===== src/rtl/t2f_pkg.sv =====
// constants for the timer2 flag and baud-select block
package t2f_pkg;
	// register byte offsets
	localparam logic [7:0] CTRL_OFS  = 8'h00;
	localparam logic [7:0] IRQST_OFS = 8'h04;
	localparam logic [7:0] IRQMK_OFS = 8'h08;
	localparam int         AW        = 8;
	// control register field positions
	localparam int OVF_BIT  = 7;
	localparam int EXF_BIT  = 6;
	localparam int RXB_BIT  = 5;
	localparam int TXB_BIT  = 4;
	localparam int EXEN_BIT = 3;
	// interrupt status / mask field positions
	localparam int IRQ_OVF_BIT = 0;
	localparam int IRQ_EXF_BIT = 1;
	// values after reset
	localparam logic [7:0] CTRL_RST = 8'h00;
	localparam logic [1:0] IRQ_RST  = 2'h0;
	localparam logic       PIN_RST  = 1'b1;
	localparam logic [31:0] RDATA_RST = 32'h0000_0000;
	localparam logic        PULSE_RST = 1'b0;
	// serial modes that take a timer overflow as bit clock
	localparam logic [1:0] SMODE_1 = 2'h1;
	localparam logic [1:0] SMODE_3 = 2'h3;
endpackage


===== src/rtl/t2f_edge_if.sv =====
// carrier between the pin conditioner and the flag logic
`timescale 1ns/100ps
interface t2f_edge_if;
	logic level;	// filtered pin level
	logic fall;	// one-cycle pulse on a filtered falling edge
	modport src (output level, output fall);
	modport dst (input level, input fall);
endinterface


===== src/rtl/t2f_pin_sync.sv =====
// three-stage synchroniser and falling-edge detector for the external pin
`timescale 1ns/100ps
module t2f_pin_sync (
	input  wire logic pclk,
	input  wire logic presetn,
	input  wire logic pin,
	t2f_edge_if.src   edge_o
);
	logic [2:0] sync_r;
	logic [2:0] sync_nxt;
	logic       level_r;
	logic       level_nxt;
	logic       fall_r;
	logic       fall_nxt;

	////////////////////////////////////////////////////////////////////////////
	// a change counts only once stages two and three agree, which also
	// rejects a single-cycle glitch; stage one feeds stage two only
	always_comb
	begin
		sync_nxt  = {sync_r[1:0], pin};
		level_nxt = level_r;
		fall_nxt  = 1'b0;
		if (sync_r[1] == sync_r[2])
		begin
			level_nxt = sync_r[2];
			fall_nxt  = level_r & ~sync_r[2];
		end
	end

	always_ff @(posedge pclk or negedge presetn)
	begin
		if (!presetn)
		begin
			sync_r  <= {3{t2f_pkg::PIN_RST}};
			level_r <= t2f_pkg::PIN_RST;
			fall_r  <= t2f_pkg::PULSE_RST;
		end
		else
		begin
			sync_r  <= sync_nxt;
			level_r <= level_nxt;
			fall_r  <= fall_nxt;
		end
	end

	assign edge_o.level = level_r;
	assign edge_o.fall  = fall_r;
endmodule


===== src/rtl/t2f_top.sv =====
// timer2 status flags, external trigger and serial baud clock select
//
// Summary of operation
// rollover sets the timer2 overflow flag
// no overflow flag while either baud select set
// software clears overflow flag; hardware never does
// enabled pin falling edge sets external flag
// software clears external flag by writing zero
// receive clock source select in modes 1, 3
// transmit clock source select in modes 1, 3
//
// The APB interface to the registers and the register offsets were left to the implementer.
`timescale 1ns/100ps
module t2f_top (
	input  wire logic        pclk,
	input  wire logic        presetn,
	input  wire logic        psel,
	input  wire logic        penable,
	input  wire logic        pwrite,
	input  wire logic [7:0]  paddr,
	input  wire logic [31:0] pwdata,
	output logic      [31:0] prdata,
	output logic             pready,
	output logic             pslverr,
	input  wire logic        timer2_rollover,
	input  wire logic        timer1_overflow,
	input  wire logic [1:0]  serial_mode,
	input  wire logic        timer2_external_pin,
	output logic             capture_reload_req,
	output logic             rx_baud_tick,
	output logic             tx_baud_tick,
	output logic             irq
);
	t2f_edge_if pin_if ();

	logic [7:0]  ctrl_r;
	logic [7:0]  ctrl_nxt;
	logic [1:0]  irq_sts_r;
	logic [1:0]  irq_sts_nxt;
	logic [1:0]  irq_msk_r;
	logic [1:0]  irq_msk_nxt;
	logic [31:0] rdata_r;
	logic [31:0] rdata_nxt;
	logic        cap_r;
	logic        cap_nxt;
	logic        rxt_r;
	logic        rxt_nxt;
	logic        txt_r;
	logic        txt_nxt;
	logic        irq_r;
	logic        irq_nxt;
	logic        wr_en;
	logic        rd_setup;
	logic        hit_ctrl;
	logic        hit_sts;
	logic        hit_msk;
	logic        mapped;
	logic        ovf_set;
	logic        exf_set;
	logic        baud_mode;

	////////////////////////////////////////////////////////////////////////////
	// external pin conditioning; the pin is asynchronous to pclk, so the
	// conditioner costs about four cycles and drops a low pulse shorter
	// than two cycles
	t2f_pin_sync u_pin (
		.pclk    (pclk),
		.presetn (presetn),
		.pin     (timer2_external_pin),
		.edge_o  (pin_if)
	);

	////////////////////////////////////////////////////////////////////////////
	// apb decode: zero wait states, unmapped addresses answer with an error
	assign hit_ctrl = (paddr == t2f_pkg::CTRL_OFS);
	assign hit_sts  = (paddr == t2f_pkg::IRQST_OFS);
	assign hit_msk  = (paddr == t2f_pkg::IRQMK_OFS);
	assign mapped   = hit_ctrl | hit_sts | hit_msk;
	assign wr_en    = psel & penable & pwrite & mapped;
	assign rd_setup = psel & ~penable & ~pwrite;
	// pready tied high: every access phase lasts exactly one cycle
	assign pready   = 1'b1;
	assign pslverr  = psel & penable & ~mapped;

	// flag set conditions; the pin edge only counts while the trigger is enabled
	assign ovf_set = timer2_rollover & ~ctrl_r[t2f_pkg::RXB_BIT]
		& ~ctrl_r[t2f_pkg::TXB_BIT];
	assign exf_set = pin_if.fall & ctrl_r[t2f_pkg::EXEN_BIT];
	assign baud_mode = (serial_mode == t2f_pkg::SMODE_1) | (serial_mode == t2f_pkg::SMODE_3);

	////////////////////////////////////////////////////////////////////////////
	// register file next state; a hardware set in the clearing cycle wins
	// so an overflow that lands on the software write is never lost
	always_comb
	begin
		ctrl_nxt    = ctrl_r;
		irq_sts_nxt = irq_sts_r;
		irq_msk_nxt = irq_msk_r;
		if (wr_en && hit_ctrl)
		begin
			// flags accept only a zero; writing one leaves them as they are
			ctrl_nxt[t2f_pkg::OVF_BIT] = ctrl_r[t2f_pkg::OVF_BIT]
				& pwdata[t2f_pkg::OVF_BIT];
			ctrl_nxt[t2f_pkg::EXF_BIT] = ctrl_r[t2f_pkg::EXF_BIT]
				& pwdata[t2f_pkg::EXF_BIT];
			ctrl_nxt[t2f_pkg::RXB_BIT]  = pwdata[t2f_pkg::RXB_BIT];
			ctrl_nxt[t2f_pkg::TXB_BIT]  = pwdata[t2f_pkg::TXB_BIT];
			ctrl_nxt[t2f_pkg::EXEN_BIT] = pwdata[t2f_pkg::EXEN_BIT];
		end
		if (wr_en && hit_sts)
		begin
			// a written one clears the status bit, a zero leaves it
			irq_sts_nxt = irq_sts_r & ~pwdata[1:0];
		end
		if (wr_en && hit_msk)
		begin
			// a one lets the matching status bit reach irq
			irq_msk_nxt = pwdata[1:0];
		end
		if (ovf_set)
		begin
			ctrl_nxt[t2f_pkg::OVF_BIT]        = 1'b1;
			irq_sts_nxt[t2f_pkg::IRQ_OVF_BIT] = 1'b1;
		end
		if (exf_set)
		begin
			ctrl_nxt[t2f_pkg::EXF_BIT]        = 1'b1;
			irq_sts_nxt[t2f_pkg::IRQ_EXF_BIT] = 1'b1;
		end
		// unused low bits stay zero
		ctrl_nxt[2:0] = 3'h0;
	end

	always_ff @(posedge pclk or negedge presetn)
	begin
		if (!presetn)
		begin
			ctrl_r    <= t2f_pkg::CTRL_RST;
			irq_sts_r <= t2f_pkg::IRQ_RST;
			irq_msk_r <= t2f_pkg::IRQ_RST;
		end
		else
		begin
			ctrl_r    <= ctrl_nxt;
			irq_sts_r <= irq_sts_nxt;
			irq_msk_r <= irq_msk_nxt;
		end
	end

	////////////////////////////////////////////////////////////////////////////
	// read data is captured in the setup cycle and held through access
	// limitation: a flag set during the access cycle shows on the next read
	always_comb
	begin
		rdata_nxt = rdata_r;
		if (rd_setup)
		begin
			rdata_nxt = 32'h0000_0000;
			if (hit_ctrl)
			begin
				rdata_nxt = {24'h00_0000, ctrl_r};
			end
			else if (hit_sts)
			begin
				rdata_nxt = {30'h0000_0000, irq_sts_r};
			end
			else if (hit_msk)
			begin
				rdata_nxt = {30'h0000_0000, irq_msk_r};
			end
		end
	end

	always_ff @(posedge pclk or negedge presetn)
	begin
		if (!presetn)
		begin
			rdata_r <= t2f_pkg::RDATA_RST;
		end
		else
		begin
			rdata_r <= rdata_nxt;
		end
	end

	assign prdata = rdata_r;

	////////////////////////////////////////////////////////////////////////////
	// outputs to timer core and serial port; outside modes 1 and 3 the
	// serial port makes its own bit clock, so both ticks stay low
	always_comb
	begin
		cap_nxt = exf_set;
		rxt_nxt = baud_mode & (ctrl_r[t2f_pkg::RXB_BIT] ? timer2_rollover
			: timer1_overflow);
		txt_nxt = baud_mode & (ctrl_r[t2f_pkg::TXB_BIT] ? timer2_rollover
			: timer1_overflow);
		// registered so the line cannot glitch while a status bit and its
		// mask bit change in the same cycle
		irq_nxt = |(irq_sts_r & irq_msk_r);
	end

	always_ff @(posedge pclk or negedge presetn)
	begin
		if (!presetn)
		begin
			cap_r <= t2f_pkg::PULSE_RST;
			rxt_r <= t2f_pkg::PULSE_RST;
			txt_r <= t2f_pkg::PULSE_RST;
			irq_r <= t2f_pkg::PULSE_RST;
		end
		else
		begin
			cap_r <= cap_nxt;
			rxt_r <= rxt_nxt;
			txt_r <= txt_nxt;
			irq_r <= irq_nxt;
		end
	end

	assign capture_reload_req = cap_r;
	assign rx_baud_tick       = rxt_r;
	assign tx_baud_tick       = txt_r;
	assign irq                = irq_r;
endmodule


===== config.mk =====
export PLATFORM = sky130hd
export DESIGN_NAME = t2f_top
export DESIGN_NICKNAME = d
export VERILOG_FILES = /design/src/rtl/t2f_pkg.sv /design/src/rtl/t2f_edge_if.sv /design/src/rtl/t2f_pin_sync.sv /design/src/rtl/t2f_top.sv
export SDC_FILE = /design/constraint.sdc
export NUM_CORES = 1
export LEC_CHECK = 0
export ABC_AREA = 1
export BUFFER_PORTS_ARGS = -buffer_cell sky130_fd_sc_hd__buf_2
export CAP_MARGIN = 40
export CORE_ASPECT_RATIO = 1.75
export CORE_MARGIN = 8
export CORE_UTILIZATION = 45
export CTS_CLUSTER_DIAMETER = 30
export CTS_CLUSTER_SIZE = 28
export DETAILED_ROUTE_END_ITERATION = 16
export HOLD_SLACK_MARGIN = 0.1
export MAX_ROUTING_LAYER = met4
export PLACE_DENSITY = 0.88
export SKIP_LAST_GASP = 1
export SLEW_MARGIN = 0
export SYNTH_ARGS = -nofsm -noshare
export SYNTH_HDL_FRONTEND = slang
export SYNTH_SLANG_ARGS = --single-unit

===== constraint.sdc =====
create_clock -name pclk -period 1.6 [get_ports pclk]
set_input_delay 0.32 -clock pclk [delete_from_list [all_inputs] [get_ports pclk]]
set_output_delay 0.32 -clock pclk [all_outputs]
set_load 0.03 [all_outputs]

# ---- Yosys cells after proc, flatten, opt, wreduce, memory -nomap -nowiden
# Cells that the tools add are included.
dict set report totals {
  reg_bits 50
  in_bits 50
  output_inout_bits 38
  wordCells 66
}
dict set report classes {
  n_eq_ne 5
  n_mux 12
  bitwise 26
  n_reduce_logical 9
}
# cell n
set op_table {}
lappend op_table {{$and A1 B1 Y1} 14}
lappend op_table {{$eq A8 B3 Y1 const B} 1}
lappend op_table {{$eq A8 B4 Y1 const B} 1}
lappend op_table {{$logic_not A8 Y1} 1}
lappend op_table {{$mux W8} 1}
lappend op_table {{$reduce_bool A2 Y1} 4}
lappend op_table {{$mux W1} 7}
lappend op_table {{$mux W2} 3}
lappend op_table {{$not A1 Y1} 6}
lappend op_table {{$mux W5} 1}
lappend op_table {{$and A2 B2 Y2} 2}
lappend op_table {{$logic_and A1 B1 Y1} 3}
lappend op_table {{$or A1 B1 Y1} 3}
lappend op_table {{$eq A2 B1 Y1 const B} 1}
lappend op_table {{$eq A2 B2 Y1 const B} 1}
lappend op_table {{$not A2 Y2} 1}
lappend op_table {{$reduce_or A2 Y1} 1}
lappend op_table {{$eq A1 B1 Y1} 1}

# ---- Depth between registers and ports, before layout
# Gate-level depths: netlist (run 1).
dict set report logic_depth {
  depth_word 7
  mapped_depth 8
}

# ---- Modules after synthesis
# From an unflattened synthesis (run 1), not the netlist that was laid out.
dict set report unflattened {
  cells_unflattened 156
  hier_area_um2 1336.3
}
# module instances cells_per_inst area_each_um2 seq_area_each_um2
set modules_own_cells {}
lappend modules_own_cells {t2f_top 1 146 1184.9 500.5}
lappend modules_own_cells {t2f_pin_sync 1 10 151.4 130.1}

# ---- Worst setup path before layout (run 1)
# No wires, ideal clock.
dict set report synth_timing {
  path_kind {input-to-output}
  startpoint {input port paddr[6]}
  endpoint {output port pslverr}
  t_arrival_ps 1084
  setup_slack_ps 196
  path_stages 7
  n_path_buf 0
  cell_sequence {inv_1 > nand2_1 > nor2_4 > nand2_1 > nand3_2 > nand3b_1 > inv_1}
}
dict set report synth_between {
  elab_chain_cells 5
}
# element line
set synth_rtl {}
lappend synth_rtl {{start: declaration} t2f_top.sv:20} ;# input wire logic [7:0] paddr,
lappend synth_rtl {{$eq A8 B3 Y1 / $logic_not A8 Y1 (equally long branches)} {t2f_top.sv:76, t2f_top.sv:75}}
lappend synth_rtl {{$or A1 B1 Y1} t2f_top.sv:78} ;# assign mapped = hit_ctrl | hit_sts | hit_msk;
lappend synth_rtl {{$or A1 B1 Y1 (*)} t2f_top.sv:78}
lappend synth_rtl {{$not A1 Y1 (*)} t2f_top.sv:83} ;# assign pslverr = psel & penable & ~mapped;
lappend synth_rtl {{$and A1 B1 Y1 (*)} t2f_top.sv:83}
lappend synth_rtl {{end: declaration} t2f_top.sv:24} ;# output logic pslverr,
# Mark *: on every way between the ends. The rest lies on a longest branch, timed or not.

# ---- Worst setup path after layout (run 1)
# Same ends and word-level chain as after synthesis.

==> results of run 1 <==
## cells by family (layout without fill, tap and decap cells)
group                    after synthesis  count (layout)
buffers and inverters                 50              66
other                                  2              26
flip-flops                            25              25
adder cells (fa/ha/maj)                1               1
AO/OA/AOI/OAI                         16              16
AND/OR/NAND/NOR                       59              59
## cells in the final DEF, fill, tap and decap left out, types with 2 or more instances in the layout
master,n
nor2_1,8
nand4_1,2
dfrtp_1,21
nand3_2,2
o21ai_1,6
o21ai_2,2
dfstp_2,4
clkbuf_8,3
clkinv_2,2
inv_1,17
o21ai_0,3
nor2_2,2
o22ai_1,3
buf_4,2
nand2_2,3
conb_1,26
a21oi_1,2
inv_2,6
nand3_1,2
buf_2,35
nand2_1,34
## what timing repair did
action / in CTS / in global routing
endpoints found under the hold margin: 21 / 0
resized for setup: 0 / 0
hold buffers: 1 / 0
## Yosys cell counts, drive strengths merged
master | count | area share (%)
clkinv | 1 | 0.38
maj3 | 1 | 0.75
nor2 | 12 | 5.5
buf | 26 | 15
nor3b | 1 | 0.56
o22ai | 3 | 1.4
inv | 23 | 6.5
conb | 2 | 0.56
a21oi | 2 | 0.75
nand3b | 1 | 0.56
nand4 | 2 | 0.94
dfstp | 4 | 7.9
dfrtp | 21 | 39
nand3 | 5 | 3.6
nand2 | 38 | 12
o21ai | 11 | 4.7
## worst paths after layout
path / end / slack [ns] / depth (start not counted)
min reg2reg: u_pin.sync_r[1]$_DFF_PN1_ / 0.37 / 0
min in group asynchronous: capture_reload_req$_DFF_PN0_ / 0.56 / 2
max: pslverr / 0.10 / 9
min: u_pin.sync_r[0]$_DFF_PN1_ / 0.14 / 1
max reg2reg: prdata[0]$_DFFE_PN0P_ / 0.79 / 4
max in group asynchronous: u_pin.sync_r[1]$_DFF_PN1_ / 0.67 / 2
## worst reg2reg max path, stage by stage, from the launching register on
cell and delay [ns]:
dfrtp_1 0.35, inv_1 0.06, o22ai_1 0.19, nand2_1 0.08
nand2_1 0.07
## power by group
group | leakage, nW | switching [mW] | internal (mW)
clock network | 0.0255 | 0.185 | 0.174
logic | 0.562 | 0.146 | 0.0407
registers | 0.312 | 0.00612 | 0.649
## area by class of cell
| cell class | instances | area share [%] |
|---|---|---|
| well taps | 28 | 2.32 |
| multi-input cells | 102 | 33.5 |
| clock inverters | 1 | 0.332 |
| inverters | 24 | 6.05 |
| clock buffers | 3 | 2.74 |
| flip-flops and latches | 25 | 41.8 |
| repair buffers | 38 | 13.3 |
## metal layers
metal / vias up / part of all wire [%] / global-route usage (%)
met3: 4 / 9.9 / 3.77
met1: 446 / 40 / 10.7
met5: - / 0 / -
met2: 50 / 49 / 17.4
li1: 497 / - / -
met4: 0 / 1.5 / 4.51
## flip-flops by register name, summed over array words and instances (netlist names)
name,flops
u_pin.sync_r,3
rx_baud_tick,1
irq_sts_r,2
irq_msk_r,2
tx_baud_tick,1
ctrl_r,5
irq,1
u_pin.edge_o.level,1
u_pin.edge_o.fall,1
capture_reload_req,1
prdata,7
==> impl_metrics.py, run 1 <==
metrics = {
    "run_status": {
        "status": "complete, no violations",
    },
    "logic_synthesis": {
        "syn-cell-area_um2": 1330,
        "synth-simple-area-share_pct": 23.0,
        "synth-xor-area-share_pct": 0,
        "synth_warnings": 0,
        "synth_fa_ha_area_share_pct": 0.751,
        "synth_top_family_by_area": "simple AND/OR/NAND/NOR gates",
        "synth-compound-area-share_pct": 6.85,
        "synthDistinctLibCells": 26,
        "synth.yosys.seq_area_share_pct": 47.3,
        "syn_avg_cell_area_um2": 8.71,
        "synth_cells": 153,
        "synthMuxAreaShare_pct": 0,
        "ys_ff_latch": 25,
    },
    "setup_path": {
        "end_kind": "primary output",
        "critical_path_required_ns": 1.28,
        "path_max_fanout": 4,
        "cp-startpoint": "paddr[6]",
        "max_stage_delay_ns": 0.18,
        "setup.worst_path.start_class": "input pin",
        "crit_chain": "buf_2, inv_1, nand2_1, nor2_4, nand2_1, nand3_2, nand3b_1, inv_1, buf_2",
        "path_class": "input pin to primary output",
        "cpLargestDelayFamily": "simple AND/OR/NAND/NOR gates",
        "r2r_start": "irq_msk_r[0]$_DFFE_PN0P_",
        "critPathBufInv": 4,
        "crit_arrival_ns": 1.18,
        "slowest_stage": "buf_2",
    },
    "global_route": {
        "grt_pass1_wl_mm": 4.15,
        "grt_max_degree": 26,
        "grt.overflow.total": 0,
        "grt_usage_pct": 10.4,
        "first_global_vias": 988,
        "antenna_found_initial": 0,
    },
    "placement": {
        "post-dp-hpwl_mm": 2.20,
        "placed_cell_area_um2": 1450,
        "post-place-ws_ns": 0.0978,
        "place.gp.congestion": 0.765,
        "dp_cells": 216,
        "portBuffers": 35,
    },
    "sta": {
        "period_share_pct": 93.7,
        "setup_ws_ns": 0.101,
        "fmax_mhz": 667,
        "slew_violations": 0,
        "finalSetupViolations": 0,
        "worstMarginPinSlew_ns": 0.528,
        "timing.slew.headroom_pct": 64.8,
        "rsz0062_at_grt": "false",
        "skew_ns": 0.00166,
        "report.final.hold_viol_count": 0,
        "finalCriticalPeriod_ns": 1.50,
        "setup_tns_ns": 0,
        "whs_ns": 0.144,
    },
    "finish": {
        "regArea_um2": 631,
        "syn_to_final_growth_pct": 13.2,
        "multi_input_area_um2": 505,
        "fin_cells": 221,
        "n_fill_cell": 295,
        "final_layout_size_suffix_gt1_share_pct": 33.7,
        "utilization_pct": 52.7,
        "fin_area_um2": 1510,
        "diodes": 0,
        "nets": 244,
    },
    "routing": {
        "num_vias": 997,
        "viasPerCell": 4.51,
        "drc": 0,
        "wire_per_inst_um": 11.7,
        "dr.pass1.iters": 4,
        "totalWireLength_mm": 2.59,
        "drt-initial-drc-count": 19,
        "drtAntennaViolNets": 0,
    },
    "power": {
        "p_leak_nw": 0.900,
        "power_mw": 1.20,
        "vdd_drop_max_mv": 0.704,
        "powerDensity_nw_per_um2": 795,
    },
    "floorplan": {
        "rows": 26,
        "fp.dieH_um": 88.0,
        "pin_count": 88,
        "die_x_um": 57.1,
        "die_area_um2": 5030,
        "start_util_pct": 46.5,
        "coreArea_um2": 2860,
    },
    "run": {
        "drv_cap": 0,
    },
    "clocking": {
        "clk_pin_slew_worst_paths_ns": 0.08,
        "cts_max_level": 1,
        "clockBufferDepth": 2,
        "cts_tree": "yes",
        "cts.root.buffer_cell": "clkbuf_8",
        "cts_made_buffers": 3,
        "cts.sinks": 25,
        "postCtsSetupBuffers": 0,
        "clk_latency_ns": 0.26,
    },
    "hold_path": {
        "min_path_type": "input pin to register",
        "min_from": "timer2_external_pin",
    },
}
Note: power is estimated with default switching activity, not from simulation.
==> inputs of run 2 (changes only) <==
--- a/config.mk
+++ b/config.mk
@@ -16,7 +16,7 @@
 export DETAILED_ROUTE_END_ITERATION = 16
 export HOLD_SLACK_MARGIN = 0.1
 export MAX_ROUTING_LAYER = met4
-export PLACE_DENSITY = 0.88
+export PLACE_DENSITY = 0.85
 export SKIP_LAST_GASP = 1
 export SLEW_MARGIN = 0
 export SYNTH_ARGS = -nofsm -noshare
==> run 2 against run 1 <==
  * Core utilization is 0.087 points higher
  * Register-to-register slack improved by 0.02 ns
  * Global-route usage is 0.097 points higher
  * Clock skew grew 0.0018 ns
  * Worst setup slack gained 0.0022 ns
  * Final area up 0.17%
  * Count of clock-buffer cells in the layout is the same
  * Die area is the same
  * Final cell count unchanged
  * Critical endpoint unchanged
  * Via count is 2.0% lower
  * Critical path type unchanged
==> impl_metrics.py, run 2 (synthesized netlist as in run 1, its figures left out) <==
metrics = {
    "finish": {
        "syn_to_final_growth_pct": 13.4,
        "final_cell_mix": "buf_2 (35), nand2_1 (34), conb_1 (26)",
        "final_layout_size_suffix_gt1_share_pct": 33.7,
        "diodes": 0,
        "nets": 244,
        "final_common_cell": "buf_2",
        "largest_reg_flops": 7,
    },
    "routing": {
        "totalWireLength_mm": 2.47,
        "wl_met1_mm": 1.01,
        "top_layer": "met4",
        "wire_per_inst_um": 11.2,
        "viasPerCell": 4.42,
        "dr.pass1.iters": 4,
        "wl_met2_mm": 1.16,
        "drc": 0,
        "drtAntennaViolNets": 0,
        "num_vias": 977,
        "drt-initial-drc-count": 18,
        "met3_length_um": 261,
    },
    "sta": {
        "worstMarginPinSlew_ns": 0.538,
        "finalSetupViolations": 0,
        "slew_violations": 0,
        "period_share_pct": 93.6,
        "fmax_mhz": 668,
        "whs_ns": 0.142,
        "rsz0062_at_grt": "false",
        "finalCriticalPeriod_ns": 1.50,
        "report.final.hold_viol_count": 0,
        "setup_tns_ns": 0,
        "skew_ns": 0.00343,
        "timing.slew.headroom_pct": 64.1,
    },
    "global_route": {
        "grt_max_degree": 26,
        "grt_pass1_wl_mm": 4.20,
        "grt.overflow.total": 0,
        "grt_usage_pct": 10.5,
        "antenna_found_initial": 0,
        "first_global_vias": 1007,
    },
    "hold_path": {
        "min_from": "timer2_external_pin",
        "min_path_type": "input pin to register",
    },
    "clocking": {
        "clockBufferDepth": 2,
        "cts_tree": "yes",
        "clk_pin_slew_worst_paths_ns": 0.08,
        "cts_made_buffers": 3,
        "cts.root.buffer_cell": "clkbuf_8",
        "postCtsSetupBuffers": 0,
        "cts_max_level": 1,
        "clk_latency_ns": 0.26,
        "cts.sinks": 25,
    },
    "power": {
        "p_leak_nw": 0.896,
        "vdd_drop_max_mv": 0.502,
        "powerDensity_nw_per_um2": 798,
    },
    "placement": {
        "post-dp-hpwl_mm": 2.08,
        "portBuffers": 35,
        "place.gp.congestion": 0.787,
    },
    "floorplan": {
        "coreArea_um2": 2860,
        "pin_count": 88,
        "rows": 26,
        "die_x_um": 57.1,
        "die_area_um2": 5030,
        "fp.dieH_um": 88.0,
        "start_util_pct": 46.5,
    },
    "setup_path": {
        "cp-startpoint": "paddr[6]",
        "critPathBufInv": 4,
        "end_kind": "primary output",
        "crit_chain": "buf_2, inv_1, nand2_1, nor2_4, nand2_1, nand3_2, nand3b_1, inv_1, buf_2",
        "max_stage_delay_ns": 0.18,
        "crit_arrival_ns": 1.18,
        "slowest_stage": "buf_2",
        "setup.worst_path.start_class": "input pin",
        "path_max_fanout": 4,
        "path_class": "input pin to primary output",
        "critical_path_required_ns": 1.28,
        "r2r_start": "u_pin.edge_o.level$_DFFE_PN1P_",
        "cpLargestDelayFamily": "simple AND/OR/NAND/NOR gates",
    },
    "run_status": {
        "status": "complete, no violations",
    },
    "run": {
        "drv_cap": 0,
    },
}
==> run 2: changes by cell type in the layout (fill, tap and decap cells not counted) <==
cell	change
clkinv_2	-1
clkinvlp_4	+1
==> run 2: area by class of cell <==
cell class                 count  area [um^2]
fill                         291         1350
sequential                    25          631
multi-input combinational    102          505
timing repair buffer          38          200
inverter                      24         91.3
clock buffer                   3         41.3
tap                           28         35.0
clock inverter                 1         7.51
==> run 2: where the power goes <==
part,switching (mW),leakage (nW),internal (mW)
Combinational,0.145,0.562,0.0407
Clock,0.190,0.0217,0.176
Sequential,0.00565,0.312,0.649
Total,0.341,0.896,0.865
==> run 2: final timing paths <==
check	cells after the start	end	slack, ns
worst max-delay path	9	pslverr	0.10
worst min-delay path	1	u_pin.sync_r[0]$_DFF_PN1_	0.14
max in group asynchronous	2	u_pin.sync_r[2]$_DFF_PN1_	0.67
min in group asynchronous	2	capture_reload_req$_DFF_PN0_	0.56
worst max register to register	1	u_pin.edge_o.level$_DFFE_PN1P_	0.81
worst min register to register	0	u_pin.sync_r[1]$_DFF_PN1_	0.36
==> run 2: layer usage <==
metal	vias to the layer above	global-route usage, %
met5	-	-
met4	0	4.51
met3	4	3.63
met2	45	17.9
met1	429	10.6
li1	499	-
==> run 2: stage by stage <==
| stage | utilization, % | cell area [um^2] | power (mW) | worst slack (ns) | std cells |
|---|---|---|---|---|---|
| floorplan | - | 1420 | 0.843 | 0.196 | 177 |
| global placement | 50.7 | 1450 | 0.848 | 0.125 | 216 |
| detailed placement | 50.7 | 1450 | 0.850 | 0.0925 | 216 |
| CTS | 52.8 | 1510 | 1.23 | 0.0905 | 221 |
| global route | 52.8 | 1510 | 1.27 | 0.00273 | 221 |
| finish | 52.8 | 1510 | 1.21 | 0.103 | 221 |
==> run 2: timing repair <==
action                                 4_1_cts  5_1_grt
endpoints found under the hold margin       21        0
resized for setup                            0        0
hold buffers                                 1        0
